[src/rtl/bevs_pkg.sv]
// Shared constants and carrier types of the bulk erase verify sequencer.
// Assumes a 200 MHz ref_clk and a byte-wide flash with a command register.
package bevs_pkg;
    localparam int ADDR_W = 17;
    localparam int CLK_PERIOD_NS = 5;
    // Times in their own units, and the derived cycle counts.
    localparam int T_ERASE_MS = 10;
    localparam int T_PROG_US = 10;
    localparam int T_SETTLE_US = 6;
    localparam int T_VPP_NS = 100;
    localparam int ERASE_CYC = T_ERASE_MS * 1000000 / CLK_PERIOD_NS;
    localparam int PROG_CYC = T_PROG_US * 1000 / CLK_PERIOD_NS;
    localparam int SETTLE_CYC = (T_SETTLE_US * 1000 + CLK_PERIOD_NS - 1) / CLK_PERIOD_NS;
    localparam int VPP_CYC = (T_VPP_NS + CLK_PERIOD_NS - 1) / CLK_PERIOD_NS;
    localparam int WE_LOW_CYC = 10;
    localparam int READ_CYC = 14;
    localparam int MAX_ERASE_PULSES = 1000;
    localparam int MAX_PROG_PULSES = 25;
    // Command codes and data patterns.
    localparam logic [7:0] CMD_READ = 8'h00;
    localparam logic [7:0] CMD_ERASE = 8'h20;
    localparam logic [7:0] CMD_ERASE_VFY = 8'ha0;
    localparam logic [7:0] CMD_PROG_SETUP = 8'h40;
    localparam logic [7:0] CMD_PROG_VFY = 8'hc0;
    localparam logic [7:0] CMD_RESET = 8'hff;
    localparam logic [7:0] DATA_ERASED = 8'hff;
    localparam logic [7:0] DATA_ZERO = 8'h00;

    // One bus cycle request: write or read, address and write data.
    typedef struct packed {
        logic wr;
        logic [ADDR_W-1:0] addr;
        logic [7:0] data;
    } bevs_req_t;

    // Flash pin bundle driven by the controller.
    typedef struct packed {
        logic [ADDR_W-1:0] addr;
        logic [7:0] dq_out;
        logic dq_oe;
        logic ce_n;
        logic we_n;
        logic oe_n;
    } bevs_pins_t;
endpackage

[src/rtl/bevs_bus_cycle.sv]
// Single flash bus cycle engine: one write or one read per request.
// Assumes the requester waits for done before issuing the next request.
`timescale 1ns/100ps
module bevs_bus_cycle
(
    input wire logic ref_clk,
    input wire logic reset_n,
    input wire logic req_valid,
    input wire bevs_pkg::bevs_req_t req,
    input wire logic [7:0] dq_in,
    output bevs_pkg::bevs_pins_t pins,
    output logic done,
    output logic [7:0] rdata
);
    import bevs_pkg::*;

    typedef enum logic [2:0] {B_IDLE, B_SETUP, B_STROBE, B_RELEASE, B_END} bevs_bus_st_t;

    bevs_bus_st_t state_r;
    logic [7:0] dq_meta_r;
    logic [7:0] dq_sync_r;
    logic [4:0] cnt_r;
    logic wr_r;

    // Data pins come from another domain, so two flops before use.
    always_ff @(posedge ref_clk)
    begin
        dq_meta_r <= dq_in;
        dq_sync_r <= dq_meta_r;
    end

    // Chip select falls first, the strobe one cycle later, so the strobe is
    // always the later falling edge and the address is stable before it.
    always_ff @(posedge ref_clk)
    begin
        if (!reset_n)
        begin
            state_r <= B_IDLE;
            pins <= '{addr: '0, dq_out: 8'h00, dq_oe: 1'b0, ce_n: 1'b1, we_n: 1'b1, oe_n: 1'b1};
            done <= 1'b0;
            rdata <= 8'h00;
            cnt_r <= 5'h00;
            wr_r <= 1'b0;
        end
        else
        begin
            done <= 1'b0;
            unique case (state_r)
                B_IDLE:
                    if (req_valid)
                    begin
                        wr_r <= req.wr;
                        pins.addr <= req.addr;
                        pins.dq_out <= req.data;
                        pins.dq_oe <= req.wr;
                        pins.ce_n <= 1'b0;
                        state_r <= B_SETUP;
                    end
                B_SETUP:
                begin
                    pins.we_n <= !wr_r;
                    pins.oe_n <= wr_r;
                    cnt_r <= wr_r ? 5'(WE_LOW_CYC - 1) : 5'(READ_CYC + 1);
                    state_r <= B_STROBE;
                end
                B_STROBE:
                    if (cnt_r == 5'h00)
                    begin
                        pins.we_n <= 1'b1;
                        pins.oe_n <= 1'b1;
                        if (!wr_r)
                        begin
                            rdata <= dq_sync_r;
                        end
                        state_r <= B_RELEASE;
                    end
                    else
                    begin
                        cnt_r <= cnt_r - 5'h01;
                    end
                B_RELEASE:
                begin
                    pins.ce_n <= 1'b1; // Data held past the strobe's rising edge.
                    state_r <= B_END;
                end
                B_END:
                begin
                    pins.dq_oe <= 1'b0;
                    done <= 1'b1;
                    state_r <= B_IDLE;
                end
            endcase
        end
    end
endmodule // bevs_bus_cycle

[src/rtl/bevs_erase_host.sv]
// Host-side bulk erase sequencer for a byte-wide flash with a command register.
// Assumes the flash pins are wired straight to the ports and that
// program_voltage_pin switches the high programming supply.
`timescale 1ns/100ps
module bevs_erase_host
#(
    parameter int ERASE_CYCLES = bevs_pkg::ERASE_CYC,
    parameter logic [bevs_pkg::ADDR_W-1:0] LAST_ADDR = 17'h1ffff
)
(
    input wire logic ref_clk,
    input wire logic reset_n,
    input wire logic start,
    input wire logic [7:0] flash_dq_in,
    output bevs_pkg::bevs_pins_t flash_pins,
    output logic program_voltage_pin,
    output logic busy,
    output logic finished,
    output logic erase_ok,
    output logic erase_fail,
    output logic erase_skipped,
    output logic [9:0] erase_pulse_counter,
    output logic [bevs_pkg::ADDR_W-1:0] fail_addr
);
    import bevs_pkg::*;

    typedef enum logic [4:0] {
        S_IDLE, S_RAMP, S_RD_CMD, S_RD_BYTE,
        S_PG_SETUP, S_PG_WRITE, S_PG_PULSE, S_PG_VCMD, S_PG_SETTLE, S_PG_READ,
        S_ER_SETUP, S_ER_WRITE, S_ER_PULSE, S_EV_CMD, S_EV_SETTLE, S_EV_READ,
        S_EXIT, S_VPP_DN
    } bevs_state_t;

    bevs_state_t state_r;
    bevs_state_t state_nxt;
    logic [23:0] wait_r;
    logic [ADDR_W-1:0] addr_r;
    logic [ADDR_W-1:0] addr_nxt;
    logic [4:0] pcnt_r;
    logic [4:0] pcnt_nxt;
    logic [9:0] ecnt_nxt;
    logic pend_r;
    logic req_valid_r;
    bevs_req_t req_r;
    logic bus_done;
    logic [7:0] bus_rdata;
    logic ok_nxt;
    logic fail_nxt;
    logic skip_nxt;

    // States that run one bus cycle before they can move on.
    function automatic logic is_bus(input bevs_state_t s);
        is_bus = s inside {S_RD_CMD, S_RD_BYTE, S_PG_SETUP, S_PG_WRITE, S_PG_VCMD,
            S_PG_READ, S_ER_SETUP, S_ER_WRITE, S_EV_CMD, S_EV_READ, S_EXIT};
    endfunction

    // Length of each timed state, minus one; zero for the others.
    function automatic logic [23:0] dur(input bevs_state_t s);
        unique case (s)
            S_RAMP, S_VPP_DN: dur = 24'(VPP_CYC - 1);
            S_PG_PULSE: dur = 24'(PROG_CYC - 1);
            S_ER_PULSE: dur = 24'(ERASE_CYCLES - 1);
            S_PG_SETTLE, S_EV_SETTLE: dur = 24'(SETTLE_CYC - 1);
            default: dur = 24'h000000;
        endcase
    endfunction

    // Data byte each bus state writes; reads ignore it.
    function automatic logic [7:0] data_of(input bevs_state_t s);
        unique case (s)
            S_PG_SETUP: data_of = CMD_PROG_SETUP;
            S_PG_WRITE: data_of = DATA_ZERO;
            S_PG_VCMD: data_of = CMD_PROG_VFY;
            S_ER_SETUP, S_ER_WRITE: data_of = CMD_ERASE;
            S_EV_CMD: data_of = CMD_ERASE_VFY;
            S_EXIT: data_of = CMD_RESET;
            default: data_of = CMD_READ;
        endcase
    endfunction

    // Request decoding from the current state.
    wire logic st_bus = is_bus(state_r);
    wire logic req_go = st_bus && !pend_r;
    wire logic step = st_bus ? bus_done : (wait_r == 24'h000000);
    wire logic is_read = (state_r == S_RD_BYTE) || (state_r == S_PG_READ) || (state_r == S_EV_READ);
    wire logic at_last = (addr_r == LAST_ADDR);
    wire logic rd_erased = (bus_rdata == DATA_ERASED);
    wire logic rd_zero = (bus_rdata == DATA_ZERO);
    wire logic ecnt_limit = (erase_pulse_counter >= 10'(MAX_ERASE_PULSES));
    wire logic pcnt_limit = ((pcnt_r + 5'h01) >= 5'(MAX_PROG_PULSES));
    wire bevs_req_t req_nxt = '{wr: !is_read, addr: addr_r, data: data_of(state_r)};

    bevs_bus_cycle u_bus
    (
        .ref_clk(ref_clk),
        .reset_n(reset_n),
        .req_valid(req_valid_r),
        .req(req_r),
        .dq_in(flash_dq_in),
        .pins(flash_pins),
        .done(bus_done),
        .rdata(bus_rdata)
    );

    // Sequencing of the whole erase flow, one step per bus cycle or timeout.
    always_comb
    begin
        state_nxt = state_r;
        addr_nxt = addr_r;
        pcnt_nxt = pcnt_r;
        ecnt_nxt = erase_pulse_counter;
        ok_nxt = erase_ok;
        fail_nxt = erase_fail;
        skip_nxt = erase_skipped;
        unique case (state_r)
            S_IDLE:
                if (start)
                begin
                    state_nxt = S_RAMP;
                    addr_nxt = '0;
                    ecnt_nxt = 10'h000;
                    ok_nxt = 1'b0;
                    fail_nxt = 1'b0;
                    skip_nxt = 1'b0;
                end
            S_RAMP:
                if (step)
                begin
                    state_nxt = S_RD_CMD;
                end
            S_RD_CMD:
                if (step)
                begin
                    state_nxt = S_RD_BYTE;
                end
            S_RD_BYTE:
                if (step)
                begin
                    if (!rd_erased)
                    begin
                        addr_nxt = '0;
                        pcnt_nxt = 5'h00;
                        state_nxt = S_PG_SETUP;
                    end
                    else if (at_last)
                    begin
                        skip_nxt = 1'b1;
                        state_nxt = S_EXIT;
                    end
                    else
                    begin
                        addr_nxt = addr_r + 1'b1;
                    end
                end
            S_PG_SETUP:
                if (step)
                begin
                    state_nxt = S_PG_WRITE;
                end
            S_PG_WRITE:
                if (step)
                begin
                    state_nxt = S_PG_PULSE;
                end
            S_PG_PULSE:
                if (step)
                begin
                    state_nxt = S_PG_VCMD;
                end
            S_PG_VCMD:
                if (step)
                begin
                    state_nxt = S_PG_SETTLE;
                end
            S_PG_SETTLE:
                if (step)
                begin
                    state_nxt = S_PG_READ;
                end
            S_PG_READ:
                if (step)
                begin
                    pcnt_nxt = pcnt_r + 5'h01;
                    if (rd_zero && at_last)
                    begin
                        addr_nxt = '0;
                        state_nxt = S_ER_SETUP;
                    end
                    else if (rd_zero)
                    begin
                        addr_nxt = addr_r + 1'b1;
                        pcnt_nxt = 5'h00;
                        state_nxt = S_PG_SETUP;
                    end
                    else if (pcnt_limit)
                    begin
                        fail_nxt = 1'b1;
                        state_nxt = S_EXIT;
                    end
                    else
                    begin
                        state_nxt = S_PG_SETUP;
                    end
                end
            S_ER_SETUP:
                if (step)
                begin
                    state_nxt = S_ER_WRITE;
                end
            S_ER_WRITE:
                if (step)
                begin
                    ecnt_nxt = erase_pulse_counter + 10'h001;
                    state_nxt = S_ER_PULSE;
                end
            S_ER_PULSE:
                if (step)
                begin
                    state_nxt = S_EV_CMD;
                end
            S_EV_CMD:
                if (step)
                begin
                    state_nxt = S_EV_SETTLE;
                end
            S_EV_SETTLE:
                if (step)
                begin
                    state_nxt = S_EV_READ;
                end
            S_EV_READ:
                if (step)
                begin
                    if (rd_erased && at_last)
                    begin
                        ok_nxt = 1'b1;
                        state_nxt = S_EXIT;
                    end
                    else if (rd_erased)
                    begin
                        addr_nxt = addr_r + 1'b1;
                        state_nxt = S_EV_CMD;
                    end
                    else if (ecnt_limit)
                    begin
                        fail_nxt = 1'b1;
                        state_nxt = S_EXIT;
                    end
                    else
                    begin
                        state_nxt = S_ER_SETUP;
                    end
                end
            S_EXIT:
                if (step)
                begin
                    state_nxt = S_VPP_DN;
                end
            S_VPP_DN:
                if (step)
                begin
                    state_nxt = S_IDLE;
                end
        endcase
    end

    // State and counters.
    always_ff @(posedge ref_clk)
    begin
        if (!reset_n)
        begin
            state_r <= S_IDLE;
            addr_r <= '0;
            pcnt_r <= 5'h00;
            erase_pulse_counter <= 10'h000;
        end
        else
        begin
            state_r <= state_nxt;
            addr_r <= addr_nxt;
            pcnt_r <= pcnt_nxt;
            erase_pulse_counter <= ecnt_nxt;
        end
    end

    // Timeout counter, reloaded on every state change.
    always_ff @(posedge ref_clk)
    begin
        if (!reset_n)
        begin
            wait_r <= 24'h000000;
        end
        else if (state_nxt != state_r)
        begin
            wait_r <= dur(state_nxt);
        end
        else if (wait_r != 24'h000000)
        begin
            wait_r <= wait_r - 24'h000001;
        end
    end

    // One request per step of a bus state, so S_RD_BYTE issues one per address; pend blocks a repeat until done.
    always_ff @(posedge ref_clk)
    begin
        if (!reset_n)
        begin
            pend_r <= 1'b0;
            req_valid_r <= 1'b0;
            req_r <= '0;
        end
        else
        begin
            req_valid_r <= req_go;
            pend_r <= req_go ? 1'b1 : (bus_done ? 1'b0 : pend_r);
            if (req_go)
            begin
                req_r <= req_nxt;
            end
        end
    end

    // Supply switch: high voltage only while the flow runs, so the
    // flash sits read-only whenever the controller is idle.
    always_ff @(posedge ref_clk)
    begin
        if (!reset_n)
        begin
            program_voltage_pin <= 1'b0;
            busy <= 1'b0;
            finished <= 1'b0;
        end
        else
        begin
            program_voltage_pin <= (state_nxt != S_IDLE) && (state_nxt != S_VPP_DN);
            busy <= (state_nxt != S_IDLE);
            finished <= (state_r == S_VPP_DN) && (state_nxt == S_IDLE);
        end
    end

    // Result flags hold until the next start; fail_addr keeps the address where the last failing flow stopped.
    always_ff @(posedge ref_clk)
    begin
        if (!reset_n)
        begin
            erase_ok <= 1'b0;
            erase_fail <= 1'b0;
            erase_skipped <= 1'b0;
            fail_addr <= '0;
        end
        else
        begin
            erase_ok <= ok_nxt;
            erase_fail <= fail_nxt;
            erase_skipped <= skip_nxt;
            if (fail_nxt && !erase_fail)
            begin
                fail_addr <= addr_r;
            end
        end
    end
endmodule // bevs_erase_host

[config.mk]
export PLATFORM = sky130hd
export DESIGN_NAME = bevs_erase_host
export DESIGN_NICKNAME = d
export VERILOG_FILES = /design/src/rtl/bevs_pkg.sv /design/src/rtl/bevs_bus_cycle.sv /design/src/rtl/bevs_erase_host.sv
export SDC_FILE = /design/constraint.sdc
export NUM_CORES = 1
export LEC_CHECK = 0
export BUFFER_PORTS_ARGS = -buffer_cell sky130_fd_sc_hd__buf_2
export CAP_MARGIN = 20
export CORE_UTILIZATION = 53
export CTS_CLUSTER_SIZE = 28
export DETAILED_ROUTE_END_ITERATION = 10
export PLACE_DENSITY_LB_ADDON = 0.2
export SLEW_MARGIN = 20
export SYNTH_ARGS = -nofsm -noshare
export SYNTH_HDL_FRONTEND = slang
export SYNTH_SLANG_ARGS = --single-unit
[constraint.sdc]
create_clock -name ref_clk -period 3.3 [get_ports ref_clk]
set_input_delay 0.99 -clock ref_clk [delete_from_list [all_inputs] [get_ports ref_clk]]
set_output_delay 0.99 -clock ref_clk [all_outputs]
set_load 0.01 [all_outputs]
### Word level (Yosys, flattened, before mapping)

Index checks and enable logic that the tools add are counted.

| word-level totals | value |
|---|---|
| register bits | 175 |
| input port bits | 11 |
| output and inout port bits | 62 |

| cells by class | value |
|---|---|
| add/subtract/negate cells | 5 |
| magnitude comparators | 2 |
| equal/unequal tests | 47 |
| mux-type cells | 84 |
| bitwise operators | 1 |
| reduce and logical (&&, ||, !) cells | 46 |

Operator list:

| cell | number |
|---|---|
| 17-bit two-way mux | 10 |
| 5-bit two-way mux | 32 |
| 5-bit one-hot mux with 18 select lines | 1 |
| 21-bit one-hot mux with 4 select lines | 1 |
| 17-bit one-hot mux with 4 select lines | 1 |
| 5-bit by 4-bit == test with 1-bit output (second input constant) | 11 |
| 24-bit two-way mux | 2 |
| 8-bit one-hot mux with 5 select lines | 1 |
| 5-bit by 3-bit == test with 1-bit output (second input constant) | 5 |
| 24-bit logical NOT | 1 |
| 2-bit != test (second input constant) | 12 |
| 24-bit nonzero test | 1 |
| 24-bit by 1-bit subtractor with 24-bit output (second input constant) | 1 |
| 10-bit two-way mux | 2 |
| 10-bit one-hot mux with 2 select lines | 1 |
| 5-bit one-hot mux with 2 select lines | 2 |
| 1-bit two-way mux | 19 |
| 2-bit nonzero test | 9 |
| 17-bit by 1-bit adder with 17-bit output (second input constant) | 1 |
| 17-bit == test (second input constant) | 1 |
| 5-bit == test (second input constant) | 3 |
| 5-bit logical NOT | 3 |
| 3-bit one-hot mux with 5 select lines | 1 |
| 2-bit AND reduction | 6 |
| other kinds (35) | 58 |

### Longest topological paths before layout

Gate-level depths: netlist of the first run.

| depth | value |
|---|---|
| word-level depth | 11 |
| gate-level depth with buffers | 15 |

### Modules after synthesis

From an unflattened synthesis of the first run, not the netlist that was laid out.

| unflattened totals | value |
|---|---|
| cells, all modules | 921 |
| area, all modules | 7,743.7 sq um |

By module, submodules not included:

| module | times used | cells each | area an instance (sq um) |
|---|---|---|---|
| bevs_erase_host | 1 | 689 | 5,486.5 |
| bevs_bus_cycle | 1 | 232 | 2,257.2 |

### Least setup slack after synthesis of the first run

No wires, ideal clock.

| path | value |
|---|---|
| kind | reg-to-reg |
| start point | reg addr_r[4] |
| end point | reg wait_r[0] |
| arrival time | 3,192 ps |
| data required time | 3,226 ps |
| slack | 34 ps |
| stages on the path, launching flop included | 16 |
| clock period less this slack | 3,266 ps |
| cells stage by stage | dfxtp_1 > and3_1 > and3_1 > and4_1 > and4_1 > and3_1 > ha_1 > clkbuf_1 > nand3_1 > o32ai_1 > o21ba_2 > nor3b_1 > o22ai_1 > xor2_1 > o31a_2 > a31oi_2 |

| on the way | value |
|---|---|
| word-level cells in the longest chain between the ends | 9 |

Ends and longest elaborated chain:

| element | RTL line | text |
|---|---|---|
| start: declaration | bevs_erase_host.sv:37 | `logic [ADDR_W-1:0] addr_r;` |
| start signal: assignment | bevs_erase_host.sv:280 | `addr_r <= addr_nxt;` |
| 17-bit == test (*) | bevs_erase_host.sv:86 | `wire logic at_last = (addr_r == LAST_ADDR);` |
| 5-bit two-way mux, or another cell as far along | bevs_erase_host.sv:145 | `else if (at_last)` |
| 5-bit two-way mux, on equally long branches | bevs_erase_host.sv:139, bevs_erase_host.sv:184, bevs_erase_host.sv:234 |  |
| 5-bit two-way mux, on equally long branches | bevs_erase_host.sv:137, bevs_erase_host.sv:181, bevs_erase_host.sv:232 |  |
| 5-bit one-hot mux with 18 select lines (*) | bevs_erase_host.sv:115 | `unique case (state_r)` |
| 5-bit by 4-bit == test with 1-bit output, or another cell as far along | bevs_erase_host.sv:59 | `unique case (s)` |
| 2-bit OR reduction | bevs_erase_host.sv:59 |  |
| 21-bit one-hot mux with 4 select lines | bevs_erase_host.sv:59 |  |
| 24-bit two-way mux | bevs_erase_host.sv:293 | `else if (state_nxt != state_r)` |
| end signal: assignment | bevs_erase_host.sv:295 | `wait_r <= dur(state_nxt);` |
| end signal: assignment | bevs_erase_host.sv:299 | `wait_r <= wait_r - 24'h000001;` |
| end: declaration | bevs_erase_host.sv:36 | `logic [23:0] wait_r;` |

Every way passes the cells marked *; elsewhere a longest branch is shown, timed or not.
A chain may end at the register's enable or synchronous reset.

### Final worst setup path of the first run

| path | value |
|---|---|
| start point | reg wait_r[2] |
| end point | reg wait_r[0] |

| on the way | value |
|---|---|
| word-level cells in the longest chain between the ends | 8 |

Ends and longest elaborated chain:

| element | RTL line | text |
|---|---|---|
| 24-bit logical NOT | bevs_erase_host.sv:84 | `wire logic step = st_bus ? bus_done : (wait_r == 24'h000000);` |
| 1-bit two-way mux | bevs_erase_host.sv:84 |  |
| 5-bit two-way mux, or another cell as far along | bevs_erase_host.sv:260 | `if (step)` |
| 5-bit one-hot mux with 18 select lines | bevs_erase_host.sv:115 |  |
| 5-bit by 4-bit == test with 1-bit output, or another cell as far along | bevs_erase_host.sv:59 |  |
| 2-bit OR reduction | bevs_erase_host.sv:59 |  |
| 21-bit one-hot mux with 4 select lines | bevs_erase_host.sv:59 |  |
| 24-bit two-way mux | bevs_erase_host.sv:293 |  |

Parallel ways exist; a longest one is shown, timed or not.

==> metrics.yaml, run 1 <==
post_drt_via_cell_ratio: 5.473
synthArstFlopShare_pct: 0
diodes: 0
ys_ff_latch: 167
path_cells: "or4_4 > nor4b_4 > and3_1 > a21oi_4 > a2111o_1 > nand3_2 > nand2_1 > o31a_4 > a31oi_2"
synth_edf_count: 0
clkSinkCount: 167
r2r-start: "wait_r[2]"
cpMaxStageDelayCell: "or4_4"
synth-main-ff-cell: "dfxtp_1"
combinationalPowerShare_pct: 28.8
globalplace.congestion: 0.9271
start_kind: "flop"
sequentialPowerShare_pct: 39.3
synth_top_area_cell: "dfxtp_1"
tns_ns: 0
cts_max_path_buffers: 2
coreArea_um2: 13450
clock_latency_ns: 0.43
drive_gt1_share_pct: 19.79
reg2reg_depth: 9
syn_inst: 875
ant_nets: 0
cp_max_fo: 14
wl_per_cell_um: 14.73
maxSlewHeadroom_pct: 43.45
arrival_ns: 3.54
vias: 6299
p_int_uw: 3831
min_path_cells: 0
status: "finished, final reports clean"
synthTopCellsByArea: "dfxtp_1 (45%), nand2_1 (6.5%), nor2_1 (6.0%)"
avgSynthCellArea_um2: 8.501
overflow: 0
endpoint_kind: "flop"
area_growth_pct: 17.95
clk_pin_slew_ns: 0.07
finalSetupViolations: 0
portBuffers: 72
max-cap-violations: 0
rows: 42
syn_nets: 895
initial_core_util_pct: 55.29
dp_hpwl_um: 11590
nets: 982
drt_iter0_markers: 516
switching_share_pct: 33.80
postPlaceCellArea_um2: 8145
total_power_uw: 5787
period_share_pct: 96.77
drtPass1Iterations: 5
power_switching_uw: 1956
drcViolationCount: 0
hold_viol_final: 0
grt_max_degree: 47
hold_class: "reg -> reg"
multi_input_area_um2: 3884
fmax_ghz: 0.3132
leakagePower_uw: 0.003519
antenna_found_initial: 0
htreeDepth: 4
fillers: 1201
p_per_area_nw_per_um2: 659.6
yosys_warnings: 0
grtUsageTotal_pct: 24.21
synth_cell_type_count: 79
ir_drop_mv: 0.4305
maxSlewViolCount: 0
max_stage_delay_ns: 0.59
path_class: "reg -> reg"
ff_latch_area_um2: 3343
synth_seq_area_share_pct: 44.95
fin_crit_ns: 3.193
grt_pass1_vias: 5785
synth_area_um2: 7438
final_area_um2: 8773
synth.top_cell.area_share_pct: 44.95
cp-startpoint: "wait_r[2]"
grt_pass1_wl_um: 28060
wl_um: 16960
required_ns: 3.64
dieArea_um2: 14510
fp.dieW_um: 120.5
clkPwrFrac_pct: 31.9
worstMarginPinSlew_ns: 0.8483
cts_made_buffers: 17
cts_tree: "yes"
die_h_um: 120.5
boundaryPins: 73
clockRootBuffer: "clkbuf_16"
yosysMostFrequentCell: "dfxtp_1"
synth_common_cells: "dfxtp_1 (167), nand2_1 (129), nor2_1 (118)"
skew_ns: 0.01805
holdCritStartpoint: "u_bus.dq_meta_r[7]"
-- power by group through the flow --
stage | combinational, µW | clock (µW) | sequential (µW)
5_1_grt | 1830 | 1970 | 2290
3_3_place_gp | 1600 | 0 | 2320
3_5_place_dp | 1610 | 0 | 2320
2_1_floorplan | 1220 | 0 | 2290
6_report | 1670 | 1850 | 2270
4_1_cts | 1630 | 1880 | 2270
-- final timing paths --
kind | endpoint | slack (ns)
setup / recovery | wait_r[0] | 0.11
hold / removal | u_bus.dq_sync_r[7] | 0.33
setup reg to reg | wait_r[0] | 0.11
hold reg to reg | u_bus.dq_sync_r[7] | 0.33
-- area by class of cell --
| class | count | share of cell area (%) |
|---|---|---|
| Multi-Input combinational cell | 640 | 44.27 |
| Sequential cell | 167 | 38.11 |
| Timing Repair Buffer | 118 | 8.186 |
| Clock buffer | 18 | 4.892 |
| Tap cell | 176 | 2.510 |
| Clock inverter | 14 | 1.269 |
| Inverter | 18 | 0.7701 |
-- worst max-delay path: cells and delay by family (launching register included) --
kind             cells  cell delay (ns)
AO/OA/AOI/OAI        4             1.28
flip-flops           1             0.34
AND/OR/NAND/NOR      5             1.49
-- sequential cells by signal (all words and copies together) (netlist names) --
| register | flops |
|---|---|
| u_bus.wr_r | 1 |
| state_r | 5 |
| u_bus.pins | 25 |
| req_valid_r | 1 |
| finished | 1 |
| erase_pulse_counter | 10 |
| busy | 1 |
| pcnt_r | 5 |
| fail_addr | 17 |
| erase_fail | 1 |
| u_bus.state_r | 3 |
| erase_skipped | 1 |
| u_bus.cnt_r | 5 |
| pend_r | 1 |
| wait_r | 24 |
| u_bus.rdata | 8 |
| u_bus.dq_sync_r | 8 |
| addr_r | 17 |
| req_r | 22 |
| erase_ok | 1 |
| u_bus.dq_meta_r | 8 |
| program_voltage_pin | 1 |
| u_bus.done | 1 |
-- per-stage QoR --
stage / util (%) / setup WS, ns / instances / hold WS [ns]
after floorplan: - / 0.03415 / 875 / 0.3096
after global placement: 60.55 / 0.09178 / 1118 / 0.3097
after detailed placement: 60.55 / 0.01366 / 1118 / 0.3132
after CTS: 64.61 / 0.06853 / 1150 / 0.3293
after global routing: 65.22 / -0.02441 / 1151 / 0.3357
final: 65.22 / 0.1066 / 1151 / 0.3267
-- layout by cell type (no fill, tap or decap), drive strengths merged, types with 10 or more instances in the layout --
cell type / n
nor2b: 12
nor3: 22
dfxtp: 167
and3: 14
nand2: 129
a211oi: 10
nand3: 17
nor4: 10
inv: 27
mux2i: 31
o21ai: 25
nand4: 10
buf: 118
xnor2: 16
clkbuf: 18
nor2: 119
a21oi: 85
xor2: 31
-- repair_timing --
action / 4_1_cts / 5_1_grt
hold buffers: 0 / 0
setup endpoints to repair: 2 / 39
pin swaps: 0 / 3
resized for setup: 1 / 15
setup buffers: 0 / 1
-- kinds of logic (layout without fill, tap and decap cells) --
family	count (synthesis)	after routing	share of synthesized area, %
compound gates	167	167	14.53
xor+xnor	47	47	5.534
fa+ha+maj	9	9	1.514
buf+inv	68	168	4.054
flops	167	167	44.95
mux	31	31	4.172
simple gates	386	386	25.25
-- layer usage --
layer  vias to the layer above  GRT usage (%)  routed length (µm)
li1                       3191              -                   -
met2                       156          38.79                7905
met4                         0          6.173                 182
met5                         -              0                   0
met1                      2936          33.00                8085
met3                        16          5.377                 786
Note: power is estimated with default switching activity, not from simulation.
==> run 2, diff against run 1 <==
- CORE_MARGIN: default -> 3
- CORE_UTILIZATION: 53 -> 54
- SLEW_MARGIN: 20 -> default
- SYNTH_HIERARCHICAL: default -> 1
==> run 2 against run 1 <==
- non-clock buffer count decreased by 8
- clock power rose by 5%
- count of clock-buffer cells in the layout stayed put
- die area rose by 9.0%
- critical endpoint is now addr_r[9]
- largest power group is now combinational cells
==> metrics.yaml, run 2 <==
grt_pass1_vias: 6168  # was 5785
syn_inst: 921  # was 875
initial_core_util_pct: 55.57  # was 55.29%
start_kind: "flop"  # unchanged
synth_common_cells: "dfxtp_1 (171), nand2_1 (133), nor2_1 (118)"  # was dfxtp_1 (167), nand2_1 (129), nor2_1 (118)
arrival_ns: 3.48  # was 3.54 ns
status: "finished, final reports clean"  # unchanged
timing.rr.end: "addr_r[9]"  # was wait_r[0]
avgSynthCellArea_um2: 8.408  # was 8.501 µm²
antenna_found_initial: 0  # unchanged
overflow: 0  # unchanged
drtPass1Iterations: 5  # unchanged
dp_hpwl_um: 12950  # was 11590 µm
grtUsageTotal_pct: 23.56  # was 24.21%
skew_ns: 0.01052  # was 0.01805 ns
nets: 1025  # was 982
maxSlewViolCount: 0  # unchanged
ir_drop_mv: 0.4408  # was 0.4305 mV
vias: 6748  # was 6299
cpMaxStageDelayCell: "or4b_1"  # was or4_4
grt_pass1_wl_um: 30730  # was 28060 µm
area_growth_pct: 16.93  # was 17.95%
synthTopCellsByArea: "dfxtp_1 (44%), nand2_1 (6.4%), nor2_1 (5.7%)"  # was dfxtp_1 (45%), nand2_1 (6.5%), nor2_1 (6.0%)
synthArstFlopShare_pct: 0  # unchanged
cts_tree: "yes"  # unchanged
cts_made_buffers: 17  # unchanged
ant_nets: 0  # unchanged
clock_latency_ns: 0.43  # about the same
yosys_warnings: 6  # was 0
portBuffers: 72  # unchanged
reg_top3: "u_bus/pins: 29 flops, wait_r: 24 flops, req_r: 22 flops"  # was u_bus.pins: 25 flops, wait_r: 24 flops, req_r: 22 flops
clkSinkCount: 171  # was 167
wl_per_cell_um: 15.53  # was 14.73 µm
total_power_uw: 7091  # was 5787 µW
fp.dieW_um: 125.8  # was 120.5 µm
ctsResizeCount: 0  # was 1
grt_max_degree: 58  # was 47
leakagePower_uw: 0.003596  # was 0.003519 µW
yosysMostFrequentCell: "dfxtp_1"  # unchanged
critical_path_depth: 10  # was 9
regToRegSetupSlack_ns: 0.19  # was 0.11 ns
clockRootBuffer: "clkbuf_16"  # unchanged
drive_gt1_share_pct: 17.66  # was 19.79%
coreArea_um2: 13930  # was 13450 µm²
largest_reg_flops: 29  # was 25
hold_viol_final: 0  # unchanged
drt_iter0_markers: 752  # was 516
boundaryPins: 73  # unchanged
syn_nets: 940  # was 895
fin_crit_ns: 3.107  # was 3.193 ns
endpoint: "addr_r[9]"  # was wait_r[0]
max-cap-violations: 0  # unchanged
reg2reg_depth: 10  # was 9
htreeDepth: 4  # unchanged
final_common_cell: "dfxtp_1"  # unchanged
finalSetupViolations: 0  # unchanged
rows: 43  # was 42
hold_class: "reg -> reg"  # unchanged
p_per_area_nw_per_um2: 783.1  # was 659.6 nW/µm²
globalplace.congestion: 0.9641  # was 0.9271
synth-main-ff-cell: "dfxtp_1"  # unchanged
post_cts_buffers: 0  # unchanged
regMostFlops: "u_bus/pins"  # was u_bus.pins
critical_path_buf_inv_count: 1  # was 0
synth_seq_area_share_pct: 44.21  # was 44.95%
post_drt_via_cell_ratio: 5.628  # was 5.473
r2r-start: "wait_r[0]"  # was wait_r[2]
rsz0062_at_grt: "yes"
holdWs_ns: 0.3299  # was 0.3267 ns
synth_area_um2: 7744  # was 7438 µm²
synth_cell_type_count: 83  # was 79
max_stage_delay_ns: 0.59  # about the same
synth_edf_count: 0  # unchanged
endpoint_kind: "flop"  # unchanged
instances_no_fill: 1199  # was 1151
worstMarginPinSlew_ns: 0.7471  # was 0.8483 ns
holdBufCountCts: 0  # unchanged
cp-startpoint: "wait_r[0]"  # was wait_r[2]
final.setup.worst_slack_ns: 0.1935  # was 0.1066 ns
diodes: 0  # unchanged
layout_common_cells: "dfxtp_1 (170), nand2_1 (131), nor2_1 (116)"  # was dfxtp_1 (167), nand2_1 (128), nor2_1 (118)
pre_cts_slack_ns: 0.08526  # was 0.01366 ns
drcViolationCount: 0  # unchanged
die_h_um: 125.8  # was 120.5 µm
path_delay_family: "simple AND/OR/NAND/NOR gates"  # unchanged
dieArea_um2: 15810  # was 14510 µm²
ys_ff_latch: 171  # was 167
clk_pin_slew_ns: 0.07  # about the same
placedCellCount: 1167  # was 1118
synth_top_area_cell: "dfxtp_1"  # unchanged
path_cells: "inv_1 > ha_1 > or3b_1 > nor4_4 > and2_4 > a21boi_4 > o21ai_1 > or4b_1 > or3_1 > a21oi_1"  # was or4_4 > nor4b_4 > and3_1 > a21oi_4 > a2111o_1 > nand3_2 > nand2_1 > o31a_4 > a31oi_2
path_class: "reg -> reg"  # unchanged
wl_um: 18620  # was 16960 µm
fmax_ghz: 0.3219  # was 0.3132 GHz
period_share_pct: 94.14  # was 96.77%
tns_ns: 0  # unchanged
cts_max_path_buffers: 2  # unchanged
maxSlewHeadroom_pct: 49.81  # was 43.45%
synth.top_cell.area_share_pct: 44.21  # was 44.95%
cp_max_fo: 8  # was 14
required_ns: 3.67  # was 3.64 ns
[run 2: cell families (layout without fill, tap and decap cells)]
logic type,after synthesis,in the layout,synth area share (%)
buffers and inverters,67,165,3.635
adders and majority gates,8,8,1.293
xor gates and xnor gates,39,39,4.411
muxes,31,31,4.007
AOI/OAI and AO/OA,193,193,16.45
and+or+nand+nor,412,412,26.00
DFF,171,171,44.21
[run 2: worst min-delay path by stage]
stage                       startpoint                  to  cells after the start
detailed placement  u_bus/dq_meta_r[3]  u_bus/dq_sync_r[3]                      0
finish              u_bus/dq_meta_r[1]  u_bus/dq_sync_r[1]                      0
global route        u_bus/dq_meta_r[7]  u_bus/dq_sync_r[7]                      0
global placement    u_bus/dq_meta_r[7]  u_bus/dq_sync_r[7]                      0
floorplan           u_bus/dq_meta_r[0]  u_bus/dq_sync_r[0]                      0
CTS                 u_bus/dq_meta_r[1]  u_bus/dq_sync_r[1]                      0
[run 2: per-stage QoR]
step                      util, %  cell area (µm²)
final                       64.98             9055
after global routing        64.98             9055
after CTS                   64.63             9006
after detailed placement    60.51             8432
after global placement      60.51             8432
after floorplan                 -             7744
[run 2: final cells by class]
cell class	instances	area, µm²
inverter	23	86.33
clock inverter	14	135.1
tap	180	225.2
sequential	171	3425
fill	1190	4880
clock buffer	18	439.2
timing repair buffer	110	658.1
multi-input combinational	683	4086
[run 2: power breakdown]
part,internal (µW),total (µW),switching [µW]
clock network,1070,1950,878
logic,1090,2650,1570
registers,2270,2490,211
total,4440,7090,2660
[run 2: layer usage]
| metal | vias to the layer above | GRT usage [%] | wire length (µm) |
|---|---|---|---|
| met3 | 38 | 5.980 | 1126 |
| met4 | 0 | 8.580 | 380 |
| met1 | 3127 | 33.09 | 8916 |
| li1 | 3374 | - | - |
| met2 | 209 | 35.27 | 8194 |
| met5 | - | 0 | 0 |
